$ cat src/hw/sfe_pkg.sv
// constants and types for the serial flash erase command logic
package sfe_pkg;
    // command opcodes
    localparam logic [7:0] OP_SECTOR = 8'h20;
    localparam logic [7:0] OP_SECTOR_A32 = 8'h21;
    localparam logic [7:0] OP_BLOCK32 = 8'h52;
    localparam logic [7:0] OP_BLOCK64 = 8'hD8;
    localparam logic [7:0] OP_BLOCK64_A32 = 8'hDC;
    localparam logic [7:0] OP_CHIP_A = 8'hC7;
    localparam logic [7:0] OP_CHIP_B = 8'h60;
    localparam logic [7:0] OP_READ_STATUS = 8'h05;
    // array geometry, erased byte value
    localparam logic [7:0] ERASED_BYTE = 8'hFF;
    localparam int ARRAY_ADDR_W = 26;
    localparam logic [26:0] ARRAY_BYTES = 27'h4000000;
    localparam logic [26:0] SECTOR_BYTES = 27'h0001000;
    localparam logic [26:0] BLOCK32_BYTES = 27'h0008000;
    localparam logic [26:0] BLOCK64_BYTES = 27'h0010000;
    localparam logic [26:0] PROTECT_UNIT_BYTES = 27'h0010000;
    // frame lengths in bits
    localparam logic [5:0] OPCODE_BITS = 6'h08;
    localparam logic [5:0] ADDR3_BITS = 6'h18;
    localparam logic [5:0] ADDR4_BITS = 6'h20;
    localparam logic [5:0] BITS_SATURATED = 6'h3F;
    // status byte layout
    localparam int STATUS_BUSY_BIT = 0;
    localparam int STATUS_LATCH_BIT = 1;
    // erase times in microseconds, converted at the system clock rate
    localparam longint unsigned CLK_MHZ = 25;
    localparam longint unsigned SECTOR_ERASE_TIME_US = 50000;
    localparam longint unsigned BLOCK32_ERASE_TIME_US = 120000;
    localparam longint unsigned BLOCK64_ERASE_TIME_US = 150000;
    localparam longint unsigned CHIP_ERASE_TIME_US = 100000000;
    localparam int unsigned SECTOR_ERASE_CYCLES = 32'(SECTOR_ERASE_TIME_US * CLK_MHZ);
    localparam int unsigned BLOCK32_ERASE_CYCLES = 32'(BLOCK32_ERASE_TIME_US * CLK_MHZ);
    localparam int unsigned BLOCK64_ERASE_CYCLES = 32'(BLOCK64_ERASE_TIME_US * CLK_MHZ);
    localparam int unsigned CHIP_ERASE_CYCLES = 32'(CHIP_ERASE_TIME_US * CLK_MHZ);
    // request handed to the array
    typedef struct packed {
        logic [31:0] base;
        logic [31:0] length;
        logic all_dies;
    } sfe_erase_req_type;
    // sequencer states
    typedef enum logic [0:0] {
        SFE_IDLE = 1'b0,
        SFE_BUSY = 1'b1
    } sfe_state_type;
endpackage

$ cat src/hw/sfe_erase_ctrl.sv
// erase command decoder and self-timed erase sequencer
module sfe_erase_ctrl
    import sfe_pkg::*;
#(
    parameter int unsigned SECTOR_CYCLES = SECTOR_ERASE_CYCLES,
    parameter int unsigned BLOCK32_CYCLES = BLOCK32_ERASE_CYCLES,
    parameter int unsigned BLOCK64_CYCLES = BLOCK64_ERASE_CYCLES,
    parameter int unsigned CHIP_CYCLES = CHIP_ERASE_CYCLES
) (
    // clock and reset
    input wire logic sys_clk_i,
    input wire logic rst_i,
    // serial link pins
    input wire logic spi_cs_n_i,
    input wire logic spi_clk_i,
    input wire logic [3:0] spi_io_i,
    output logic [3:0] spi_io_o,
    output logic [3:0] spi_io_oe_n_o,
    // mode and protection settings
    input wire logic quad_command_mode_i,
    input wire logic addr_4byte_mode_i,
    input wire logic protect_complement_i,
    input wire logic protect_top_bottom_i,
    input wire logic [3:0] protect_level_i,
    input wire logic latch_set_i,
    // status and array request
    output logic busy_o,
    output logic write_enable_latch_o,
    output logic erase_start_o,
    output sfe_erase_req_type erase_req_o
);

    // pin synchronisers, {cs, clk, io}
    logic [5:0] sync_meta; // first stage, read only by sync_pin
    logic [5:0] sync_pin; // second stage
    logic clk_prev; // last sampled link clock
    logic cs_prev; // last sampled chip select

    // two flops per pin before any use
    always_ff @(posedge sys_clk_i) begin
        if (rst_i) begin
            sync_meta <= 6'h30;
            sync_pin <= 6'h30;
            clk_prev <= 1'b1;
            cs_prev <= 1'b1;
        end else begin
            sync_meta <= {spi_cs_n_i, spi_clk_i, spi_io_i};
            sync_pin <= sync_meta;
            clk_prev <= sync_pin[4];
            cs_prev <= sync_pin[5];
        end
    end

    // edge events of the link
    logic cs_n; // synced select
    logic clk_rise; // sample edge inside a frame
    logic clk_fall; // launch edge inside a frame
    logic cs_rise; // frame end
    assign cs_n = sync_pin[5];
    assign clk_rise = sync_pin[4] & ~clk_prev & ~cs_n;
    assign clk_fall = ~sync_pin[4] & clk_prev & ~cs_n;
    assign cs_rise = cs_n & ~cs_prev;

    // frame capture state
    logic [5:0] bit_cnt; // bits received, saturating
    logic [5:0] next_bit_cnt;
    logic [39:0] shift_in; // opcode and address bits
    logic [39:0] next_shift_in;
    logic [7:0] opcode; // first byte of the frame
    logic [7:0] next_opcode;
    logic [6:0] cnt_sum; // one extra bit to catch overflow

    // shift one lane in spi, four in quad mode
    always_comb begin
        next_bit_cnt = bit_cnt;
        next_shift_in = shift_in;
        next_opcode = opcode;
        cnt_sum = {1'b0, bit_cnt} + (quad_command_mode_i ? 7'h04 : 7'h01);
        if (cs_n) begin
            // idle select: start over, forget opcode
            next_bit_cnt = 6'h00;
            next_opcode = 8'h00;
        end else if (clk_rise) begin
            next_shift_in = quad_command_mode_i ? {shift_in[35:0], sync_pin[3:0]}
                                                : {shift_in[38:0], sync_pin[0]};
            // saturate so an overlong frame never looks exact
            next_bit_cnt = cnt_sum[6] ? BITS_SATURATED : cnt_sum[5:0];
            if (next_bit_cnt == OPCODE_BITS) begin
                next_opcode = next_shift_in[7:0];
            end
        end
    end

    // frame registers
    always_ff @(posedge sys_clk_i) begin
        if (rst_i) begin
            bit_cnt <= 6'h00;
            shift_in <= 40'h0000000000;
            opcode <= 8'h00;
        end else begin
            bit_cnt <= next_bit_cnt;
            shift_in <= next_shift_in;
            opcode <= next_opcode;
        end
    end

    // erase sequencer state
    sfe_state_type state; // idle or erasing
    sfe_state_type next_state;
    logic [31:0] timer; // cycles left in the erase
    logic [31:0] next_timer;
    logic latch; // write enable latch
    logic next_latch;
    logic busy; // erase in progress
    logic next_busy;
    logic start; // one-cycle start strobe
    logic next_start;
    sfe_erase_req_type req; // request held for the array
    sfe_erase_req_type next_req;

    // live status byte, also read during erase
    logic [7:0] status_live;
    always_comb begin
        status_live = 8'h00;
        status_live[STATUS_BUSY_BIT] = busy;
        status_live[STATUS_LATCH_BIT] = latch;
    end

    // status read output
    logic [2:0] out_idx; // next status bit to launch
    logic [2:0] next_out_idx;
    logic [3:0] io_out;
    logic [3:0] next_io_out;
    logic [3:0] io_oe_n;
    logic [3:0] next_io_oe_n;
    logic status_read; // read-status frame past its opcode

    // launch status bits on falling link edges, busy or not
    always_comb begin
        status_read = (opcode == OP_READ_STATUS) && (bit_cnt >= OPCODE_BITS);
        next_out_idx = out_idx;
        next_io_out = io_out;
        next_io_oe_n = io_oe_n;
        if (!status_read) begin
            // released lines while not answering
            next_out_idx = 3'h0;
            next_io_oe_n = 4'hF;
        end else if (clk_fall) begin
            if (quad_command_mode_i) begin
                next_io_out = out_idx[2] ? status_live[3:0] : status_live[7:4];
                next_io_oe_n = 4'h0;
                next_out_idx = out_idx + 3'h4;
            end else begin
                next_io_out = {2'b00, status_live[3'h7 - out_idx], 1'b0};
                next_io_oe_n = 4'hD;
                next_out_idx = out_idx + 3'h1;
            end
        end
    end

    // output pin registers
    always_ff @(posedge sys_clk_i) begin
        if (rst_i) begin
            out_idx <= 3'h0;
            io_out <= 4'h0;
            io_oe_n <= 4'hF;
        end else begin
            out_idx <= next_out_idx;
            io_out <= next_io_out;
            io_oe_n <= next_io_oe_n;
        end
    end

    // command decode at frame end
    logic is_erase; // opcode names an erase
    logic is_chip; // whole-array erase
    logic [5:0] addr_bits; // address length wanted
    logic [26:0] length; // bytes covered
    logic [31:0] cycles; // erase duration
    logic [31:0] addr; // received address
    logic [26:0] tgt_lo; // aligned target start
    logic [26:0] tgt_hi; // target end, exclusive
    logic frame_ok; // select rose right after last bit
    logic [26:0] prot_size; // bytes in the protect band
    logic [26:0] prot_lo;
    logic [26:0] prot_hi;
    logic guarded; // target touches protected area
    logic accept;

    // opcode table
    always_comb begin
        is_erase = 1'b1;
        is_chip = 1'b0;
        addr_bits = addr_4byte_mode_i ? ADDR4_BITS : ADDR3_BITS;
        length = SECTOR_BYTES;
        cycles = SECTOR_CYCLES;
        case (opcode)
            OP_SECTOR: begin
                length = SECTOR_BYTES;
            end
            OP_SECTOR_A32: begin
                addr_bits = ADDR4_BITS;
            end
            OP_BLOCK32: begin
                length = BLOCK32_BYTES;
                cycles = BLOCK32_CYCLES;
            end
            OP_BLOCK64: begin
                length = BLOCK64_BYTES;
                cycles = BLOCK64_CYCLES;
            end
            OP_BLOCK64_A32: begin
                addr_bits = ADDR4_BITS;
                length = BLOCK64_BYTES;
                cycles = BLOCK64_CYCLES;
            end
            OP_CHIP_A, OP_CHIP_B: begin
                is_chip = 1'b1;
                addr_bits = 6'h00;
                length = ARRAY_BYTES;
                cycles = CHIP_CYCLES;
            end
            default: begin
                is_erase = 1'b0;
            end
        endcase
    end

    // address, exact length check, protection band
    always_comb begin
        addr = (addr_bits == ADDR4_BITS) ? shift_in[31:0] : {8'h00, shift_in[23:0]};
        frame_ok = (bit_cnt == OPCODE_BITS + addr_bits);
        // address bits above the array wrap; whole unit aligned down
        tgt_lo = {1'b0, addr[ARRAY_ADDR_W-1:0]} & ~(length - 27'h0000001);
        tgt_hi = tgt_lo + length;
        // band doubles per level from one unit, capped at the array
        if (protect_level_i == 4'h0) begin
            prot_size = 27'h0000000;
        end else if (protect_level_i >= 4'hB) begin
            prot_size = ARRAY_BYTES;
        end else begin
            prot_size = PROTECT_UNIT_BYTES << (protect_level_i - 4'h1);
        end
        prot_lo = protect_top_bottom_i ? 27'h0000000 : ARRAY_BYTES - prot_size;
        prot_hi = protect_top_bottom_i ? prot_size : ARRAY_BYTES;
        if (is_chip) begin
            // any protected byte blocks the whole-array erase
            guarded = protect_complement_i ? (prot_size != ARRAY_BYTES)
                                           : (prot_size != 27'h0000000);
        end else if (protect_complement_i) begin
            // complement: only the band itself stays writable
            guarded = !((tgt_lo >= prot_lo) && (tgt_hi <= prot_hi));
        end else begin
            guarded = (prot_size != 27'h0000000) && (tgt_lo < prot_hi)
                      && (tgt_hi > prot_lo);
        end
        // latch clear or busy: silently dropped, nothing changes
        accept = cs_rise && is_erase && frame_ok && latch && !guarded
                 && (state == SFE_IDLE);
    end

    // sequencer next values
    always_comb begin
        next_state = state;
        next_timer = timer;
        next_latch = latch;
        next_busy = busy;
        next_start = 1'b0;
        next_req = req;
        case (state)
            SFE_IDLE: begin
                if (accept) begin
                    next_state = SFE_BUSY;
                    next_timer = cycles - 32'h00000001;
                    next_busy = 1'b1;
                    next_start = 1'b1;
                    next_req.base = is_chip ? 32'h00000000 : {5'h00, tgt_lo};
                    next_req.length = {5'h00, length};
                    next_req.all_dies = is_chip;
                end
            end
            SFE_BUSY: begin
                if (timer == 32'h00000000) begin
                    next_state = SFE_IDLE;
                    next_busy = 1'b0;
                    next_latch = 1'b0;
                end else begin
                    next_timer = timer - 32'h00000001;
                end
            end
            default: begin
                next_state = SFE_IDLE;
                next_busy = 1'b0;
            end
        endcase
        // a set arriving with the completion clear wins
        if (latch_set_i) begin
            next_latch = 1'b1;
        end
    end

    // sequencer registers
    always_ff @(posedge sys_clk_i) begin
        if (rst_i) begin
            state <= SFE_IDLE;
            timer <= 32'h00000000;
            latch <= 1'b0;
            busy <= 1'b0;
            start <= 1'b0;
            req <= '0;
        end else begin
            state <= next_state;
            timer <= next_timer;
            latch <= next_latch;
            busy <= next_busy;
            start <= next_start;
            req <= next_req;
        end
    end

    // outputs straight from flops
    assign spi_io_o = io_out;
    assign spi_io_oe_n_o = io_oe_n;
    assign busy_o = busy;
    assign write_enable_latch_o = latch;
    assign erase_start_o = start;
    assign erase_req_o = req;

endmodule // sfe_erase_ctrl

$ cat config.mk
export PLATFORM = sky130hd
export DESIGN_NAME = sfe_erase_ctrl
export DESIGN_NICKNAME = d
export VERILOG_FILES = /design/src/hw/sfe_pkg.sv /design/src/hw/sfe_erase_ctrl.sv
export SDC_FILE = /design/constraint.sdc
export NUM_CORES = 1
export LEC_CHECK = 0
export ABC_AREA = 1
export BUFFER_PORTS_ARGS = -buffer_cell sky130_fd_sc_hd__buf_2
export CAP_MARGIN = 20
export CORE_MARGIN = 3
export CORE_UTILIZATION = 40
export DETAILED_ROUTE_END_ITERATION = 8
export PLACE_DENSITY = 0.67
export SLEW_MARGIN = 5
export SYNTH_ARGS = -nofsm -noshare
export SYNTH_HDL_FRONTEND = slang
export SYNTH_SLANG_ARGS = --single-unit
export TNS_END_PERCENT = 1
$ cat constraint.sdc
create_clock -name sys_clk_i -period 7.3 [get_ports sys_clk_i]
set_input_delay 1.46 -clock sys_clk_i [delete_from_list [all_inputs] [get_ports sys_clk_i]]
set_output_delay 1.46 -clock sys_clk_i [all_outputs]
set_load 0.1 [all_outputs]
== After elaboration in Yosys (flattened, before gate mapping) ==
Index checks and enable logic that the tools add are counted.
W data, S select, Z words.

* $add $sub $neg: 11
* Magnitude comparators: 7
* Eq/ne operators: 15
* Shifts and indexed selects: 1
* Multiplexer cells: 35
* Bitwise gates (word level): 13
* Reduce and logical (&&, ||, !) cells: 30

{| class="wikitable"
|+ Operators with widths
! kind !! number
|-
| $mux W27 || 5
|-
| $pmux W32 S3 || 1
|-
| $pmux W27 S3 || 1
|-
| $mux W32 || 2
|-
| $pmux W32 S2 || 1
|-
| $sub A32 B1 Y32 const B || 2
|-
| $mux W26 || 2
|-
| $logic_not A32 Y1 || 1
|-
| $add A27 B27 Y27 || 1
|-
| $and A26 B27 Y27 || 1
|-
| $ge A27 B27 Y1 || 1
|-
| $gt A27 B27 Y1 || 1
|-
| $le A27 B27 Y1 || 1
|-
| $lt A27 B27 Y1 || 1
|-
| $ne A27 B27 Y1 const B || 1
|-
| $not A27 Y27 || 1
|-
| $reduce_bool A27 Y1 || 1
|-
| $shl A17 B4 Y27 const A || 1
|-
| $sub A27 B1 Y27 const B || 1
|-
| $sub A27 B27 Y27 const A || 1
|-
| $eq A8 B8 Y1 const B || 3
|-
| $eq A8 B6 Y1 const B || 2
|-
| $eq A8 B7 Y1 const B || 2
|-
| $reduce_and A2 Y1 || 7
|-
| other kinds (31) || 71
|}

* Register bits: 161
* Input bits: 17
* Word-level logic and storage cells: 130

== Depth between registers and ports, before layout ==
* Word-level depth: 17
* Depth in mapped cells: 36
* Depth with buffers taken out: 36

== Worst setup path before layout ==
No wires, ideal clock.

* Kind: input -> register
* From: input port protect_level_i[2]
* To: register timer[30]
* Library setup time: 0.113 ns
* Data arrival time: 4.121 ns
* Required time: 7.187 ns
* Slack: 3.066 ns
* Stages: 30
* Buffers on the path: 1
* Cell sequence: inv_1 -> nand2_1 -> nor2_1 -> inv_1 -> ha_1 -> inv_1 -> nor2_1 -> inv_1 -> nand3_1 -> ha_1 -> nand2_1 -> inv_1 -> nand2_1 -> nand2_1 -> nand2_1 -> nand2_1 -> nand2_1 -> nand2_1 -> nand2_1 -> nand2_1 -> nand2_1 -> a21oi_1 -> nand2_1 -> nor2_1 -> nor2_2 -> nand2_4 -> nand3_4 -> buf_4 -> nor2_1 -> nor2_1

* Word-level cells in the longest chain between the ends: 16

{| class="wikitable"
|+ RTL lines
! item !! RTL line !! source
|-
| from (decl) || sfe_erase_ctrl.sv:24 || <nowiki>input wire logic [3:0] protect_level_i,</nowiki>
|-
| $sub A4 B1 Y4 || sfe_erase_ctrl.sv:242 || <nowiki>prot_size = PROTECT_UNIT_BYTES << (protect_level_i - 4'h1);</nowiki>
|-
| $shl A17 B4 Y27 || sfe_erase_ctrl.sv:242 ||
|-
| $mux W27 || sfe_erase_ctrl.sv:239 || <nowiki>end else if (protect_level_i >= 4'hB) begin</nowiki>
|-
| $mux W27 (*) || sfe_erase_ctrl.sv:237 || <nowiki>if (protect_level_i == 4'h0) begin</nowiki>
|-
| $sub A27 B27 Y27 || sfe_erase_ctrl.sv:244 || <nowiki>prot_lo = protect_top_bottom_i ? 27'h0000000 : ARRAY_BYTES - prot_size;</nowiki>
|-
| $mux W27 || sfe_erase_ctrl.sv:244 ||
|-
| $ge A27 B27 Y1 || sfe_erase_ctrl.sv:252 || <nowiki>guarded = !((tgt_lo >= prot_lo) && (tgt_hi <= prot_hi));</nowiki>
|-
| $logic_and A1 B1 Y1 || sfe_erase_ctrl.sv:252 ||
|-
| $logic_not A1 Y1 || sfe_erase_ctrl.sv:252 ||
|-
| $mux W1 || sfe_erase_ctrl.sv:250 || <nowiki>end else if (protect_complement_i) begin</nowiki>
|-
| $mux W1 (*) || sfe_erase_ctrl.sv:246 || <nowiki>if (is_chip) begin</nowiki>
|-
| $logic_not A1 Y1 (*) || sfe_erase_ctrl.sv:258 || <nowiki>accept = cs_rise && is_erase && frame_ok && latch && !guarded</nowiki>
|-
| $logic_and A1 B1 Y1 (*) || sfe_erase_ctrl.sv:258 ||
|-
| $logic_and A1 B1 Y1 (*) || sfe_erase_ctrl.sv:259 || <nowiki>&& (state == SFE_IDLE);</nowiki>
|-
| $ne A2 B2 Y1 (no source line) (*) || -- ||
|-
| $reduce_and A2 Y1 (no source line) (*) || -- ||
|-
| to (signal assigned) || sfe_erase_ctrl.sv:313 || <nowiki>timer <= next_timer;</nowiki>
|-
| to (decl) || sfe_erase_ctrl.sv:110 || <nowiki>logic [31:0] timer;</nowiki>
|}

Every way passes the cells marked *; elsewhere a longest branch is shown, timed or not.
A chain may end at the register's enable or synchronous reset.

== Worst setup path in the final report ==
* From: register opcode[1]
* To: register timer[0]

* Word-level cells in the longest chain between the ends: 17

{| class="wikitable"
|+ RTL lines
! item !! RTL line !! source
|-
| from (decl) || sfe_erase_ctrl.sv:69 || <nowiki>logic [7:0] opcode;</nowiki>
|-
| from (signal assigned) || sfe_erase_ctrl.sv:103 || <nowiki>opcode <= next_opcode;</nowiki>
|-
| $eq A8 B8 Y1 (tied with other cells) || sfe_erase_ctrl.sv:197 || <nowiki>case (opcode)</nowiki>
|-
| $reduce_or A2 Y1 || -- ||
|-
| $pmux W27 S3 or $pmux W6 S2 (tied branches) || sfe_erase_ctrl.sv:197 ||
|-
| $sub A27 B1 Y27 or $eq A6 B6 Y1 (tied branches) || sfe_erase_ctrl.sv:234, sfe_erase_ctrl.sv:231 ||
|-
| $not A27 Y27 or $mux W26 (tied branches) || sfe_erase_ctrl.sv:234, sfe_erase_ctrl.sv:231 ||
|-
| $and A26 B27 Y27 || sfe_erase_ctrl.sv:234 || <nowiki>tgt_lo = {1'b0, addr[ARRAY_ADDR_W-1:0]} & ~(length - 27'h0000001);</nowiki>
|-
| $add A27 B27 Y27 || sfe_erase_ctrl.sv:235 || <nowiki>tgt_hi = tgt_lo + length;</nowiki>
|-
| $le A27 B27 Y1 || sfe_erase_ctrl.sv:252 ||
|-
| $logic_and A1 B1 Y1 || sfe_erase_ctrl.sv:252 ||
|-
| $logic_not A1 Y1 || sfe_erase_ctrl.sv:252 ||
|-
| $mux W1 || sfe_erase_ctrl.sv:250 ||
|-
| $mux W1 || sfe_erase_ctrl.sv:246 ||
|-
| $logic_not A1 Y1 || sfe_erase_ctrl.sv:258 ||
|-
| $logic_and A1 B1 Y1 (*) || sfe_erase_ctrl.sv:258 ||
|-
| $logic_and A1 B1 Y1 (*) || sfe_erase_ctrl.sv:259 ||
|-
| $ne A2 B2 Y1 (no source line) (*) || -- ||
|-
| $reduce_and A2 Y1 (no source line) (*) || -- ||
|}

Marks and branches as above.

==> impl_results.md <==
- Sequential cell area: 0.002322 sq mm
- I/O pins: 93
- Final Setup Violations: 0
- Clock buffer depth: 2
- Fraction of registers with async set/reset: 0%
- DRT antenna net count: 0
- Reg2reg setup slack: 2130 ps
- Outcome: complete, no violations
- Total wire length: 20,300 um
- PD cells: 191.3 mW/mm^2
- Post-CTS setup buffer count: 0
- Leakage: 4.273 nW
- Remaining DRCs: 0
- Seq/Total Area, Yosys: 28.74%
- Nets: 1,350
- YS warnings: 0
- Clk root buf: clkbuf_16
- Setup TNS: 0 ps
- Hold_buf cts: 0
- EDFF count, synth: 0
- Worst EP required: 7610 ps
- Fin. max-slew vios: 0
- Worst-path clk slew: 60 ps
- Pin count of the biggest net entering global routing: 66
- Vias in the first global route: 6,867
- Number of port buffers: 44
- Site Rows: 51
- Rel. slew slack: 34.81%
- Hpwl dp: 15,380 um
- Max frequency: 193.4 MHz
- Cells after synthesis: 1,258
- Area of the multi-input gates: 0.004825 sq mm
- Most frequent cells in the layout: nand2_1 (289), nor2_1 (219), inv_1 (135)
- Initial drt markers: 476
- Slowest CP cell: nand3_4
- Tcrit/Tclk final: 70.82%
- Initial antenna violation count: 0
- Total track usage: 18.73%
- Routability Congestion: 0.9270
- Setup ws final: 2130 ps
- Main flop type after synthesis: dfxtp_1
- Worst Path Max Fanout: 63
- Worst clock skew: 7.994 ps
- CP arrival: 5480 ps
- Critical Path End Type: register
- Final Hold Viols: 0
- DP Worst Slack: 1840 ps
- Die height: 148.1 um
- CTS buffer count: 17
- # diodes: 0
- Commonest non-fill, non-tap cell in the layout: nand2_1
- Pre-Repair DR Iteration Count: 5
- Synthesis-to-layout area growth: 9.989%
- Final min period: 5170 ps
- WL/cell: 13.01 um
- Kind of critical path: reg -> reg
- Number of fill cells in the layout: 2,107
- Synth Register Bits: 116
- Worst-Skew Late Latency: 420 ps
- First-pass GRT wire length: 33,750 um
- Die area: 0.02194 sq mm
- Cts repair resizes: 0
- Grt total ovfl: 0
- Most used cell, CP: nand2_1
- Core Area: 0.01965 sq mm
- Worst IR drop on VDD: 0.0001856 V
- Synth unique cells: 43
- Layout cell share with drive strength beyond 1: 8.417%
- Die W: 148.1 um
- CP peak stage delay: 520 ps
- Number of H-tree levels: 4
- # Max-Cap Violations: 0
- Hold Path Class: reg -> reg
- Area of the mapped netlist: 0.008079 sq mm
- Clock sinks: 116
- CTS tree: built
- DR vias: 7,663
- Starting Density: 41.11%
- Routed vias/inst: 4.912
- RSZ-0062 raised after global routing: no
- Syn Area/Cell: 6.422 sq um
- Worst-Margin Slew: 970.3 ps
- Worst setup SP type: register
==> routing by layer <==
metal	vias to the layer above	GRT usage (%)	part of all wire [%]
met4	0	5.081	1.7
li1	3983	-	-
met1	3418	26.58	49
met3	31	3.016	5.6
met5	-	0	0
met2	231	29.66	44
==> where the power goes <==
part / switching, mW / internal (mW) / leakage (nW)
logic: 0.173 / 0.0309 / 3.05
clock network: 0.302 / 0.553 / 0.284
registers: 0.00226 / 0.638 / 0.937
==> worst paths after layout <==
kind / from / to / depth (start not counted)
max: opcode[1]$_SDFFE_PP0P_ / timer[0]$_SDFFE_PP0P_ / 31
min: sync_meta[2]$_SDFF_PP0_ / sync_pin[2]$_SDFF_PP0_ / 2
min reg2reg: sync_meta[2]$_SDFF_PP0_ / sync_pin[2]$_SDFF_PP0_ / 2
max reg2reg: opcode[1]$_SDFFE_PP0P_ / timer[0]$_SDFFE_PP0P_ / 31
==> sequential cells by signal, summed over array words and instances, names as in the netlist <==
register              flops
out_idx                   3
state                     1
erase_req_o              19
write_enable_latch_o      1
clk_prev                  1
erase_start_o             1
cs_prev                   1
sync_meta                 6
bit_cnt                   6
sync_pin                  6
timer                    32
shift_in                 26
opcode                    8
spi_io_oe_n_o             2
spi_io_o                  2
busy_o                    1
==> final cells by class <==
type | count | share of cell area [%]
Multi-Input combinational cell | 956 | 54.29
Sequential cell | 116 | 26.13
Inverter | 144 | 6.083
Clock inverter | 12 | 1.746
Tap cell | 265 | 3.731
Timing Repair Buffer | 47 | 2.872
Clock buffer | 20 | 5.139
==> worst max-delay path, delay by kind of cell, from the launching register on <==
family	cells	cell delay, ps
AND/OR/NAND/NOR	19	2530
adder cells (fa/ha/maj)	3	950
AO/OA/AOI/OAI	3	730
buffers and inverters	5	360
flip-flops	1	350
XOR/XNOR	1	120
==> cells in the mapped netlist, types with 2 or more instances <==
master | count | area [sq um]
o21ai_0 | 68 | 340.3
o211ai_1 | 3 | 22.52
nand4_1 | 19 | 118.9
dfxtp_1 | 116 | 2322
nand3b_1 | 2 | 15.01
o22ai_1 | 2 | 12.51
nand3_1 | 46 | 230.2
nor2_1 | 219 | 822.0
or2_2 | 4 | 25.02
o21ai_2 | 2 | 17.52
o21ai_1 | 6 | 30.03
clkinv_1 | 2 | 7.510
xor2_1 | 27 | 236.5
nand2_4 | 4 | 45.04
buf_2 | 4 | 20.02
a211oi_1 | 4 | 30.03
xnor2_1 | 14 | 122.6
nor2_2 | 3 | 18.77
nor3_1 | 12 | 60.06
buf_4 | 53 | 397.9
nand2_2 | 7 | 43.79
nand2_1 | 289 | 1085
nor4_1 | 13 | 81.33
a21o_1 | 2 | 15.01
buf_1 | 2 | 7.510
ha_1 | 51 | 638.1
o31ai_1 | 4 | 30.03
buf_6 | 4 | 45.04
nor3_2 | 2 | 20.02
a21oi_1 | 92 | 460.4
o2111ai_1 | 3 | 26.28
clkbuf_1 | 26 | 97.59
o21a_1 | 2 | 15.01
a31oi_1 | 2 | 12.51
inv_2 | 6 | 22.52
inv_1 | 136 | 510.5
==> cells by family (layout without fill, tap and decap cells) <==
| kind of cell | count (synthesis) | after routing | synth area share (%) |
|---|---|---|---|
| AO/OA/AOI/OAI | 191 | 191 | 12.62 |
| other | 1 | 48 | 0.04642 |
| buffers and inverters | 233 | 223 | 13.72 |
| adder cells (fa/ha/maj) | 51 | 51 | 7.898 |
| AND/OR/NAND/NOR | 624 | 624 | 32.40 |
| flip-flops | 116 | 116 | 28.74 |
| XOR/XNOR | 41 | 41 | 4.445 |
| multiplexers | 1 | 1 | 0.1239 |
==> metrics by stage <==
step	power [mW]	hold WS (ps)	std cells	util, %	area (sq um)
CTS	1.715	402.3	1559	45.11	8866
detailed placement	0.8557	394.7	1527	42.00	8254
floorplan	0.8508	388.3	1305	-	8255
global route	1.760	409.5	1560	45.21	8886
global placement	0.8548	390.2	1527	42.00	8254
finish	1.700	400.3	1560	45.21	8886
(Power assumes the default switching activity.)
